--- config.mk ---
export PLATFORM = sky130hd
export DESIGN_NAME = line_remote_error_monitor
export DESIGN_NICKNAME = d
export VERILOG_FILES = /design/src/rei_monitor_pkg.sv /design/src/line_remote_error_monitor.sv
export SDC_FILE = /design/constraint.sdc
export NUM_CORES = 1
export LEC_CHECK = 0
export ABC_AREA = 0
export ABC_CLOCK_PERIOD_IN_PS = 4550
export BUFFER_PORTS_ARGS = -buffer_cell sky130_fd_sc_hd__buf_4
export CAP_MARGIN = 5
export CORE_MARGIN = 1.5
export CORE_UTILIZATION = 38
export CTS_CLUSTER_DIAMETER = 120
export CTS_CLUSTER_SIZE = 8
export DETAILED_ROUTE_END_ITERATION = 8
export MAX_ROUTING_LAYER = met4
export SYNTH_ARGS = -nofsm -noshare
export SYNTH_HDL_FRONTEND = slang
export SYNTH_SLANG_ARGS = --single-unit
--- constraint.sdc ---
create_clock -name clk -period 4.55 [get_ports clk]
set_input_delay 0.2275 -clock clk [delete_from_list [all_inputs] [get_ports clk]]
set_output_delay 0.2275 -clock clk [all_outputs]
set_load 0.05 [all_outputs]
--- src/rei_monitor_pkg.sv ---
// Purpose: Shared constants and carriers for the line remote error monitor
// Assumes: 8-bit processor port with 16-bit byte addresses
// Notes: Only remote error and remote defect bits are live in the status bytes
package rei_monitor_pkg;

    localparam logic [15:0] ADDR_CTRL = 16'h1103;
    localparam logic [15:0] ADDR_IRQ_HI = 16'h1109;
    localparam logic [15:0] ADDR_IRQ_LO = 16'h110B;
    localparam logic [15:0] ADDR_CNT_B3 = 16'h1118;
    localparam logic [15:0] ADDR_CNT_B2 = 16'h1119;
    localparam logic [15:0] ADDR_CNT_B1 = 16'h111A;
    localparam logic [15:0] ADDR_CNT_B0 = 16'h111B;

    localparam int CTRL_SF_EN_BIT = 6;
    localparam int CTRL_SD_EN_BIT = 5;
    localparam int CTRL_DESCR_DIS_BIT = 4;
    localparam int CTRL_STD_SEL_BIT = 3;
    localparam int CTRL_REI_TYPE_BIT = 2;
    localparam int CTRL_B2_TYPE_BIT = 1;
    localparam int CTRL_B1_TYPE_BIT = 0;
    localparam logic [6:0] CTRL_RESET = 7'h00;

    localparam int IRQ_LO_REI_BIT = 5;
    localparam int IRQ_HI_RDL_BIT = 0;

    localparam logic [2:0] RDL_PATTERN = 3'h6;
    localparam int RDL_FRAMES_DEFAULT = 5;
    localparam int COUNT_WIDTH = 32;

    typedef struct packed {
        logic valid;
        logic [7:0] m1;
        logic [7:0] k2;
    } frame_in_type;

    typedef struct packed {
        logic rd;
        logic wr;
        logic [15:0] addr;
        logic [7:0] wdata;
    } up_req_type;

endpackage : rei_monitor_pkg

--- src/line_remote_error_monitor.sv ---
// Purpose: Line remote error and remote defect monitor of the receive overhead path
// Assumes: Frame strobe and processor port are synchronous to clk
// Notes: Counter reads are coherent when the most significant byte is read first
//
// Operation
// - Inspect the remote error field of M1 in every received frame.
// - Non-zero remote error sets bit 5 of status register 0x110B.
// - Same event drives the active-low interrupt output low.
// - Keep a 32-bit remote error counter, bumped by errored frames.
// - Counter read as four bytes, bits 31:24 at 0x1118 to 7:0 at 0x111B.
// - Counting type zero adds the received remote error value itself.
// - Counting type one adds exactly one per errored frame.
// - Control 0x1103 bits 7 to 3: unused, SF, SD, descramble, standard.
// - Control bits 2 to 0: remote error, B2 and B1 counting types.
// - Status 0x110B bits SF, SD, remote error, B2, B1, LOF, SEF, LOS; all but remote error read zero.
// - Status 0x1109 bit 0 flags remote defect change; upper bits read zero.
// - Remote defect declared or cleared after five frames; each change flags.
`timescale 1ns/1ns
module line_remote_error_monitor
    import rei_monitor_pkg::*;
#(
    parameter int RDL_FRAMES = RDL_FRAMES_DEFAULT
) (
    input wire logic clk,
    input wire logic sys_rst,
    input wire logic clk_en,
    input wire frame_in_type frame_in,
    input wire up_req_type up_req,
    output logic [7:0] up_rdata,
    output logic int_n,
    output logic [6:0] ctrl_fields,
    output logic rdl_defect
);

    // The run counter is three bits wide, so longer runs cannot be served
    if (RDL_FRAMES < 1 || RDL_FRAMES > 7) begin : g_bad_frames
        $error("RDL_FRAMES must lie between 1 and 7");
    end

    logic [6:0] ctrl_q;
    logic rei_flag_q;
    logic rei_flag_d;
    logic rdl_flag_q;
    logic rdl_flag_d;
    logic rdl_defect_q;
    logic [2:0] rdl_run_q;
    logic [COUNT_WIDTH-1:0] count_q;
    logic [COUNT_WIDTH-1:0] count_d;
    logic [COUNT_WIDTH-1:0] snap_q;
    logic [7:0] rd_data_q;
    logic int_n_q;
    logic rei_event;
    logic rdl_match;
    logic rdl_change;
    logic [7:0] rei_inc;

    function automatic logic hit(input up_req_type req, input logic [15:0] a);
        hit = req.rd && (req.addr == a);
    endfunction : hit

    assign rei_event = frame_in.valid && (frame_in.m1 != 8'h00);
    assign rdl_match = frame_in.k2[2:0] == RDL_PATTERN;
    assign rdl_change = frame_in.valid && (rdl_match != rdl_defect_q)
        && (rdl_run_q == 3'(RDL_FRAMES - 1));

    // Set wins over a read in the same cycle so no event is lost
    always_comb begin
        rei_flag_d = rei_event || (rei_flag_q && !hit(up_req, ADDR_IRQ_LO));
        rdl_flag_d = rdl_change || (rdl_flag_q && !hit(up_req, ADDR_IRQ_HI));
    end

    // Field value is taken as sent; the far end keeps it within 1 to 24
    always_comb begin
        if (!rei_event) begin
            rei_inc = 8'h00;
        end else if (ctrl_q[CTRL_REI_TYPE_BIT]) begin
            rei_inc = 8'h01;
        end else begin
            rei_inc = frame_in.m1;
        end
        count_d = (hit(up_req, ADDR_CNT_B3) ? '0 : count_q) + COUNT_WIDTH'(rei_inc);
    end

    always_ff @(posedge clk) begin
        if (sys_rst) begin
            ctrl_q <= CTRL_RESET;
        end else if (clk_en && up_req.wr && up_req.addr == ADDR_CTRL) begin
            ctrl_q <= up_req.wdata[6:0];
        end
    end

    always_ff @(posedge clk) begin
        if (sys_rst) begin
            rei_flag_q <= 1'b0;
            rdl_flag_q <= 1'b0;
            int_n_q <= 1'b1;
        end else if (clk_en) begin
            rei_flag_q <= rei_flag_d;
            rdl_flag_q <= rdl_flag_d;
            int_n_q <= !(rei_flag_d || rdl_flag_d);
        end
    end

    // Run counter restarts whenever a frame agrees with the current state
    always_ff @(posedge clk) begin
        if (sys_rst) begin
            rdl_run_q <= 3'h0;
            rdl_defect_q <= 1'b0;
        end else if (clk_en && frame_in.valid) begin
            if (rdl_match == rdl_defect_q) begin
                rdl_run_q <= 3'h0;
            end else if (rdl_change) begin
                rdl_run_q <= 3'h0;
                rdl_defect_q <= rdl_match;
            end else begin
                rdl_run_q <= rdl_run_q + 3'h1;
            end
        end
    end

    // Reading the top byte copies the count into the snapshot and restarts it from zero, so the lower bytes stay coherent
    always_ff @(posedge clk) begin
        if (sys_rst) begin
            count_q <= '0;
            snap_q <= '0;
        end else if (clk_en) begin
            count_q <= count_d;
            if (hit(up_req, ADDR_CNT_B3)) begin
                snap_q <= count_q;
            end else if (hit(up_req, ADDR_CNT_B2)) begin
                snap_q[23:16] <= 8'h00;
            end else if (hit(up_req, ADDR_CNT_B1)) begin
                snap_q[15:8] <= 8'h00;
            end else if (hit(up_req, ADDR_CNT_B0)) begin
                snap_q[7:0] <= 8'h00;
            end
        end
    end

    always_ff @(posedge clk) begin
        if (sys_rst) begin
            rd_data_q <= 8'h00;
        end else if (clk_en && up_req.rd) begin
            case (up_req.addr)
                ADDR_CTRL: rd_data_q <= {1'b0, ctrl_q};
                ADDR_IRQ_HI: rd_data_q <= {7'h00, rdl_flag_q};
                ADDR_IRQ_LO: rd_data_q <= {2'h0, rei_flag_q, 5'h00};
                ADDR_CNT_B3: rd_data_q <= count_q[31:24];
                ADDR_CNT_B2: rd_data_q <= snap_q[23:16];
                ADDR_CNT_B1: rd_data_q <= snap_q[15:8];
                ADDR_CNT_B0: rd_data_q <= snap_q[7:0];
                default: rd_data_q <= 8'h00;
            endcase
        end
    end

    assign up_rdata = rd_data_q;
    assign int_n = int_n_q;
    assign ctrl_fields = ctrl_q;
    assign rdl_defect = rdl_defect_q;
endmodule : line_remote_error_monitor

## Word level (Yosys, flattened, before mapping)

Cells that the tools add are included.

- Register bits: 78
- Bits of input ports: 46
- Output and inout port bits: 17
- Logic and storage cells: 68

- Add/sub/neg operators: 2
- Equality and inequality tests: 13
- Mux-type cells: 12
- Bitwise operators: 1
- Reductions and logical operators: 29

Operators by type and width:

| kind | count |
|---|---|
| equality test 16 x 13 -> 1 bit (second input constant) | 7 |
| one-hot mux 8 bit (7 select lines) | 1 |
| two-way mux 8 bit | 6 |
| adder 32 x 8 -> 32 bit | 1 |
| two-way mux 32 bit | 1 |
| two-way mux 24 bit | 1 |
| two-way mux 16 bit | 1 |
| logical AND 1 bit | 15 |
| nonzero test 8 bit | 1 |
| equality test 3 bit (second input constant) | 2 |
| two-way mux 3 bit | 2 |
| AND reduction 3 bit | 2 |
| nonzero test 2 bit | 3 |
| != test 2 bit (second input constant) | 2 |
| AND reduction 4 bit | 1 |
| adder 3 x 1 -> 3 bit (second input constant) | 1 |
| logical NOT 1 bit | 3 |
| logical OR 1 bit | 3 |
| AND reduction 2 bit | 1 |
| equality test 1 bit | 1 |
| != test 1 bit | 1 |
| NOT 1 bit | 1 |

## Longest topological paths before layout

Gate-level depths: netlist of run 1.

- Depth after elaboration: 7
- Depth in mapped cells: 15
- Depth with buffers taken out: 12

## Worst setup path after synthesis of run 1

Ideal clock, no wire load.

- Path type: input to register
- From: in up_req[18] (netlist name)
- To: reg count_q[31]
- Library setup time: 0.132 ns
- Arrival: 3.778 ns
- Required time: 4.418 ns
- Path slack: 0.640 ns
- Stages: 14
- Buffers on the path: 4
- Cells stage by stage: or4b_1 > or4b_1 > buf_2 > nor4_4 > buf_6 > buf_8 > buf_6 > nor2b_1 > ha_1 > nand4_1 > a21o_1 > a2111oi_1 > a31o_2 > a21oi_1

- Longest elaborated chain between the ends: 4

RTL lines:

| element | RTL line | text |
|---|---|---|
| start, declared | line_remote_error_monitor.sv:28 | `input wire up_req_type up_req,` |
| equality test 16 x 13 -> 1 bit | line_remote_error_monitor.sv:58 | `hit = req.rd && (req.addr == a);` |
| logical AND 1 bit | line_remote_error_monitor.sv:58 |  |
| two-way mux 32 bit | line_remote_error_monitor.sv:81 | `count_d = (hit(up_req, ADDR_CNT_B3) ? '0 : count_q) + COUNT_WIDTH'(rei_inc);` |
| adder 32 x 8 -> 32 bit | line_remote_error_monitor.sv:81 |  |
| end signal, assigned | line_remote_error_monitor.sv:127 | `count_q <= count_d;` |
| end, declared | line_remote_error_monitor.sv:47 | `logic [COUNT_WIDTH-1:0] count_q;` |

Every way passes these cells.
A chain may end at the register's enable or synchronous reset.

## Worst setup path after layout of run 1

- From: in up_req[18] (netlist name)
- To: reg count_q[24]

The elaborated chain is that of the path after synthesis.

==> results.txt, run 1 <==
----------------------------------------------------
[Worst setup path]
  Critical Path RT ... 4.77 ns
  Crit path launch type ... primary input
  Arrival time reported for the critical path endpoint ... 3.90 ns
  Type of element capturing the critical path ... flip-flop
  Type of the worst setup path ... in2reg
  Worst-path maximum fanout ... 9

[Logic synthesis]
  Sequential fraction of the synthesis area ... 37.9%
  Simple-gate portion of the synthesized area ... 26.4%
  Average size of a mapped cell ... 8.41 sq um
  Synth top area share ... 37.9%
  Adder-cell area share of the yosys netlist ... 3.52%
  Top cells by area in the synthesized netlist ... sky130_fd_sc_hd__dfxtp_1 (38%), sky130_fd_sc_hd__a21oi_1 (5.6%), sky130_fd_sc_hd__nand2_1 (5.4%)
  Post-synth top area cell ... sky130_fd_sc_hd__dfxtp_1
  Synthesized flop and latch total ... 78
  Combinational family with the most area after synthesis ... simple AND/OR/NAND/NOR gates
  Most used flip-flop cell after synthesis ... sky130_fd_sc_hd__dfxtp_1
  Synth Instances ... 490
  Yosys warning count ... 0
  Post-synthesis net count ... 547
  Number of library cell types mapped by synthesis ... 60
  Share of the synthesized area in compound gates (AO/OA/AOI/OAI) ... 19.1%
  Area of the mapped netlist ... 4120 sq um
  Post-synth EDFFs ... 0
  XOR/XNOR share of the synthesized area ... 3.40%
  Multiplexer area fraction after synthesis ... 5.89%
  Async SR Flop Fraction ... 0%

[Global route]
  Maximum number of pins on one net before global-route repair ... 72
  Number of antenna violations at the first check in global routing ... 0
  Global-route congestion overflow total ... 0
  Total routing resource utilization after global routing ... 20.1%
  Wire length of the first global-routing pass ... 17.6 mm
  Number of global-route vias before repair ... 3495

[Floorplan]
  Floorplan die height ... 107 um
  Die width ... 107 um
  Die footprint ... 11500 sq um
  Effective utilization at floorplan ... 39.5%
  Ports ... 63
  Core region area ... 10400 sq um
  Cell row count ... 37

[Job]
  Max capacitance violation total ... 0

[Routing]
  Mean number of vias per cell ... 5.58
  # DRC ... 0
  Total number of vias ... 3800
  Final wirelength ... 10.9 mm
  Number of design-rule violations left by the first detailed-router iteration ... 197
  Number of nets with antenna violations after routing ... 0
  DR pass1 iterations ... 5
  Detail-routed net length per standard cell ... 16.0 um

[Clock network]
  Number of buffers created by CTS ... 9
  CTS root buf ... sky130_fd_sc_hd__clkbuf_8
  Clock latency on the worst-skew pair ... 0.36 ns
  Number of levels in the clock H-tree ... 3
  Clock transition at the registers of the reported paths ... 0.08 ns
  Number of sinks handled by clock tree synthesis ... 78
  Clock buffer depth ... 2
  PostCTS Resize Cnt ... 0
  Hold-fix buffers at CTS ... 0
  Setup fix buffers added after clock tree synthesis ... 0
  CTS tree ... built

[Pwr]
  Total power after layout ... 1.38 mW
  Worst VDD drop ... 111 uV
  Power per unit of standard cell area ... 286 nW/um^2
  Leakage power ... 1.79 nW

[Layout]
  Highest-count cells in the layout ignoring fill and taps ... sky130_fd_sc_hd__dfxtp_1 (78), sky130_fd_sc_hd__buf_4 (62), sky130_fd_sc_hd__nand2_1 (59)
  Number of nets in the layout ... 597
  Proportion of layout cells with a drive suffix above 1 ... 18.0%
  Leading cell type in the layout, fill and taps excluded ... sky130_fd_sc_hd__dfxtp_1
  Filler cell count ... 1033
  Multi-input gate area in the final layout ... 2400 sq um
  Antenna cells ... 0
  Area growth, synth to finish ... 17.5%
  Register area ... 1560 sq um

[STA]
  Worst Clk Skew ... 0.00924 ns
  Transition time of the tightest slew-check pin ... 1.05 ns
  Total setup violations reported at the end of the flow ... 0
  Final Slew Violations ... 0
  Max transition margin ... 29.5%
  Number of hold-slack violations in the final timing report ... 0
  Highest attainable clock frequency ... 272 MHz
  Min Hold Slack ... 0.101 ns
  RSZ-0062 raised after global routing ... no
  Setup Total Neg Slack ... 0 ns
  Final min period ... 3.68 ns
  Least setup slack across all paths after layout ... 0.874 ns
  Portion of the clock cycle consumed by the worst path in the final layout ... 80.8%

[Placement]
  Total of buffers placed on input and output ports ... 56
  Final Wtd Congestion ... 0.854
  Placed wire-length estimate ... 7.74 mm
  Worst setup slack before clock tree synthesis ... 0.525 ns

[Min path]
  Class of the tightest hold or removal check ... in2reg

[Status]
  Outcome ... finished, final reports clean

----------------------------------------------------
[through the flow]
stage	utilization (%)	instance area, sq um	instances
6_report	46.5	4840	681
5_1_grt	46.5	4840	681
4_1_cts	46.5	4840	681
3_5_place_dp	44.5	4630	665
3_3_place_gp	44.5	4630	665
2_1_floorplan	-	4120	490
[critical path, cell delays in order]
cell	delay, ns
sky130_fd_sc_hd__buf_4	0.10
sky130_fd_sc_hd__or4b_1	0.55
sky130_fd_sc_hd__or4b_1	0.66
sky130_fd_sc_hd__nor4_4	0.33
sky130_fd_sc_hd__buf_4	0.24
sky130_fd_sc_hd__nor2b_1	0.06
sky130_fd_sc_hd__ha_1	0.37
sky130_fd_sc_hd__o21ai_0	0.13
sky130_fd_sc_hd__o21bai_1	0.21
sky130_fd_sc_hd__o22ai_1	0.11
sky130_fd_sc_hd__buf_4	0.18
sky130_fd_sc_hd__nor4_1	0.31
sky130_fd_sc_hd__buf_4	0.21
sky130_fd_sc_hd__xor2_1	0.14
sky130_fd_sc_hd__nor2_1	0.05
[area by class of cell]
class                           instances  area share, %
Inverter                                8          0.620
Clock inverter                          5           1.19
Timing Repair Buffer                   62           9.62
Tap cell                              136           3.52
Multi-Input combinational cell        381           49.7
Clock buffer                           11           3.13
Sequential cell                        78           32.3
[cell usage after synthesis (all sizes together) (3+ instances only)]
| master | n |
|---|---|
| a31o | 5 |
| nor2b | 9 |
| a21oi | 46 |
| or4 | 3 |
| a22oi | 7 |
| a22o | 8 |
| buf | 9 |
| or3 | 4 |
| mux2 | 6 |
| dfxtp | 78 |
| mux2i | 13 |
| ha | 10 |
| nor3 | 13 |
| o22ai | 3 |
| a211oi | 5 |
| nor4 | 7 |
| nor3b | 4 |
| or4b | 4 |
| a221oi | 7 |
| and3 | 3 |
| nor2 | 45 |
| clkbuf | 14 |
| and2 | 8 |
| nand2b | 4 |
| nand3 | 32 |
| nand4 | 13 |
| xor2 | 13 |
| xnor2 | 3 |
| a21o | 12 |
| inv | 8 |
| nand2 | 59 |
| o21ai | 11 |
| nand3b | 3 |
[sequential cells by signal, summed over array words and instances (netlist names)]
register     flops
count_q         32
rdl_flag_q       1
rei_flag_q       1
up_rdata         8
snap_q          24
rdl_run_q        3
int_n            1
rdl_defect       1
ctrl_fields      7
[path summary, 6_finish.rpt]
path / startpoint / end / slack [ns] / cells past startpoint
hold / removal: up_req[1] / ctrl_fields[1] / 0.10 / 3
hold reg to reg: snap_q[8] / snap_q[8] / 0.45 / 2
setup reg to reg: ctrl_fields[2] / count_q[28] / 1.84 / 11
setup / recovery: up_req[18] / count_q[24] / 0.87 / 15
[cell families after synthesis]
| logic type | after synthesis |
|---|---|
| XOR/XNOR | 16 |
| buffers and inverters | 31 |
| multiplexers | 21 |
| flip-flops | 78 |
| AO/OA/AOI/OAI | 119 |
| AND/OR/NAND/NOR | 214 |
| adder cells (fa/ha/maj) | 11 |
[metal layers]
metal	GRT usage, %	wire [um]	vias up	share of wire, %
li1	-	-	1892	-
met1	27.2	5230	1799	48
met2	30.6	5030	97	46
met3	3.71	539	12	4.9
met4	6.00	122	0	1.1
met5	-	0	-	0
[power breakdown]
group / switching (mW) / internal (mW)
Combinational: 0.0783 / 0.0613
Clock: 0.260 / 0.283
Sequential: 0.00793 / 0.692
(Power assumes the default switching activity.)
==> run 2: changes to the inputs <==
ABC_CLOCK_PERIOD_IN_PS = 3600   (was 4550)
clock period = 3.6 ns   (was 4.55 ns; I/O delays follow)
==> results.txt, run 2 (synthesized netlist as in run 1, its figures left out) <==
----------------------------------------------------
[Layout]
  Filler cell count ... 1022 (-1.1%)
  Leading cell type in the layout, fill and taps excluded ... sky130_fd_sc_hd__dfxtp_1
  Final design utilization ... 48.0% (+1.6 points)
  Number of nets in the layout ... 609 (+2.0%)
  Antenna cells ... 0 (unchanged)
  Highest-count cells in the layout ignoring fill and taps ... sky130_fd_sc_hd__dfxtp_1 (78), sky130_fd_sc_hd__buf_4 (74), sky130_fd_sc_hd__nand2_1 (59)
  Flip-flop count of the largest register, all copies and words added ... 32 (unchanged)
  Register with the highest flop count ... count_q
  Final cell count without fillers ... 693 (+1.8%)
  Area growth, synth to finish ... 21.5%
  Proportion of layout cells with a drive suffix above 1 ... 20.3% (+2.3 points)

[Routing]
  # DRC ... 0 (unchanged)
  Total number of vias ... 3853 (+1.4%)
  Mean number of vias per cell ... 5.56 (-0.36%)
  Number of design-rule violations left by the first detailed-router iteration ... 228 (+16%)
  Final wirelength ... 10.9 mm (+0.18%)
  Detail-routed net length per standard cell ... 15.8 um (-1.6%)
  Number of nets with antenna violations after routing ... 0 (unchanged)
  DR pass1 iterations ... 5 (unchanged)

[Clock network]
  Number of levels in the clock H-tree ... 3 (unchanged)
  Clock buffer depth ... 2 (unchanged)
  Setup fix buffers added after clock tree synthesis ... 0 (unchanged)
  PostCTS Resize Cnt ... 0 (unchanged)
  Clock transition at the registers of the reported paths ... 0.09 ns (about the same)
  Clock latency on the worst-skew pair ... 0.35 ns (about the same)
  CTS root buf ... sky130_fd_sc_hd__clkbuf_8
  CTS tree ... built
  Number of buffers created by CTS ... 9 (unchanged)
  Hold-fix buffers at CTS ... 0 (unchanged)
  Number of sinks handled by clock tree synthesis ... 78 (unchanged)

[Pwr]
  Leakage power ... 1.88 nW (+5.4%)
  Total power after layout ... 1.93 mW (+39%)
  Worst VDD drop ... 152 uV (+37%)
  Power per unit of standard cell area ... 385 nW/um^2 (+35%)

[Floorplan]
  Ports ... 63 (unchanged)
  Die width ... 107 um (unchanged)
  Floorplan die height ... 107 um (unchanged)
  Core region area ... 10400 sq um (unchanged)
  Die footprint ... 11500 sq um (unchanged)
  Cell row count ... 37 (unchanged)
  Effective utilization at floorplan ... 39.5% (unchanged)

[Worst setup path]
  Critical Path RT ... 3.80 ns (-0.97 ns)
  Worst-path maximum fanout ... 7 (-2)
  Arrival time reported for the critical path endpoint ... 3.64 ns (-0.26 ns)
  Type of element capturing the critical path ... flip-flop
  Type of the worst setup path ... in2reg
  Worst reg-to-reg path cell count ... 10 (-1)
  Crit path launch type ... primary input

[STA]
  Number of hold-slack violations in the final timing report ... 0 (unchanged)
  Transition time of the tightest slew-check pin ... 0.790 ns (-0.265 ns)
  Max transition margin ... 47.1% (+18 points)
  Min Hold Slack ... 0.0622 ns (-0.0388 ns)
  Final Slew Violations ... 0 (unchanged)
  Final min period ... 3.44 ns
  Total setup violations reported at the end of the flow ... 0 (unchanged)
  Least setup slack across all paths after layout ... 0.160 ns (-0.714 ns)
  Worst Clk Skew ... 0.0125 ns (+0.00331 ns)
  RSZ-0062 raised after global routing ... no
  Highest attainable clock frequency ... 291 MHz
  Portion of the clock cycle consumed by the worst path in the final layout ... 95.6%

[Placement]
  Worst setup slack before clock tree synthesis ... -0.157 ns (-0.682 ns)
  Total of buffers placed on input and output ports ... 56 (unchanged)
  Number of cells after detailed placement ... 677 (+1.8%)
  Final Wtd Congestion ... 0.834 (-2.3%)
  Placed wire-length estimate ... 7.87 mm (+1.6%)

[Global route]
  Global-route congestion overflow total ... 0 (unchanged)
  Number of global-route vias before repair ... 3628 (+3.8%)
  Maximum number of pins on one net before global-route repair ... 72 (unchanged)
  Total routing resource utilization after global routing ... 20.7% (+0.60 points)
  Number of antenna violations at the first check in global routing ... 0 (unchanged)
  Wire length of the first global-routing pass ... 18.2 mm (+3.6%)

[Min path]
  Worst Hold Depth ... 3 (unchanged)
  Class of the tightest hold or removal check ... in2reg

[Status]
  Outcome ... finished, final reports clean

[Job]
  Max capacitance violation total ... 0 (unchanged)

----------------------------------------------------
run 2: changes by cell type in the layout (fill, tap and decap cells not counted), sizes merged:
| cell | previous run | this run |
|---|---|---|
| bufinv | 1 | 4 |
| clkinv | 4 | 2 |
| buf | 62 | 74 |
| clkbuf | 11 | 10 |
run 2: final timing paths:
kind | endpoint | from | slack (ns)
max | count_q[31] | up_req[18] | 0.16
min | ctrl_fields[5] | up_req[5] | 0.06
min reg2reg | snap_q[12] | snap_q[12] | 0.46
max reg2reg | count_q[31] | ctrl_fields[2] | 0.92
run 2: metrics by stage:
step	TNS, ns	area [sq um]
after global routing	0	5000
after floorplan	-0.287	4140
after CTS	0	5000
after global placement	-0.777	4740
after detailed placement	-1.39	4740
final	0	5000
run 2: final cells by class:
cell class	count	area (sq um)	share of cell area [%]
clock buffers	10	128	2.55
multi-input cells	381	2430	48.5
well taps	136	170	3.40
flip-flops and latches	78	1560	31.2
inverters	8	30.0	0.600
repair buffers	74	556	11.1
clock inverters	6	134	2.67
run 2: worst max-delay path: stages:
cell	delay, ns
sky130_fd_sc_hd__buf_4	0.10
sky130_fd_sc_hd__or4b_1	0.53
sky130_fd_sc_hd__or4b_1	0.57
sky130_fd_sc_hd__nor4_4	0.20
sky130_fd_sc_hd__buf_4	0.19
sky130_fd_sc_hd__buf_4	0.15
sky130_fd_sc_hd__nor2b_1	0.05
sky130_fd_sc_hd__ha_1	0.35
sky130_fd_sc_hd__a21o_1	0.14
sky130_fd_sc_hd__a21oi_1	0.08
sky130_fd_sc_hd__a21o_1	0.24
sky130_fd_sc_hd__a2111oi_2	0.40
sky130_fd_sc_hd__buf_4	0.23
sky130_fd_sc_hd__a31o_2	0.16
sky130_fd_sc_hd__a21oi_1	0.07
run 2: metal layers:
metal  wire length, um  vias to the layer above  global-route usage [%]
li1                  -                     1918                       -
met1              5260                     1840                    28.3
met2              5020                       87                    30.8
met3               539                        8                    4.74
met4               126                        0                    5.62
met5                 0                        -                       -
run 2: power breakdown:
group / internal (mW) / leakage (nW) / switching (mW)
clock network: 0.531 / 0.130 / 0.328
registers: 0.875 / 0.631 / 0.0101
logic: 0.0828 / 1.12 / 0.100
total: 1.49 / 1.88 / 0.439
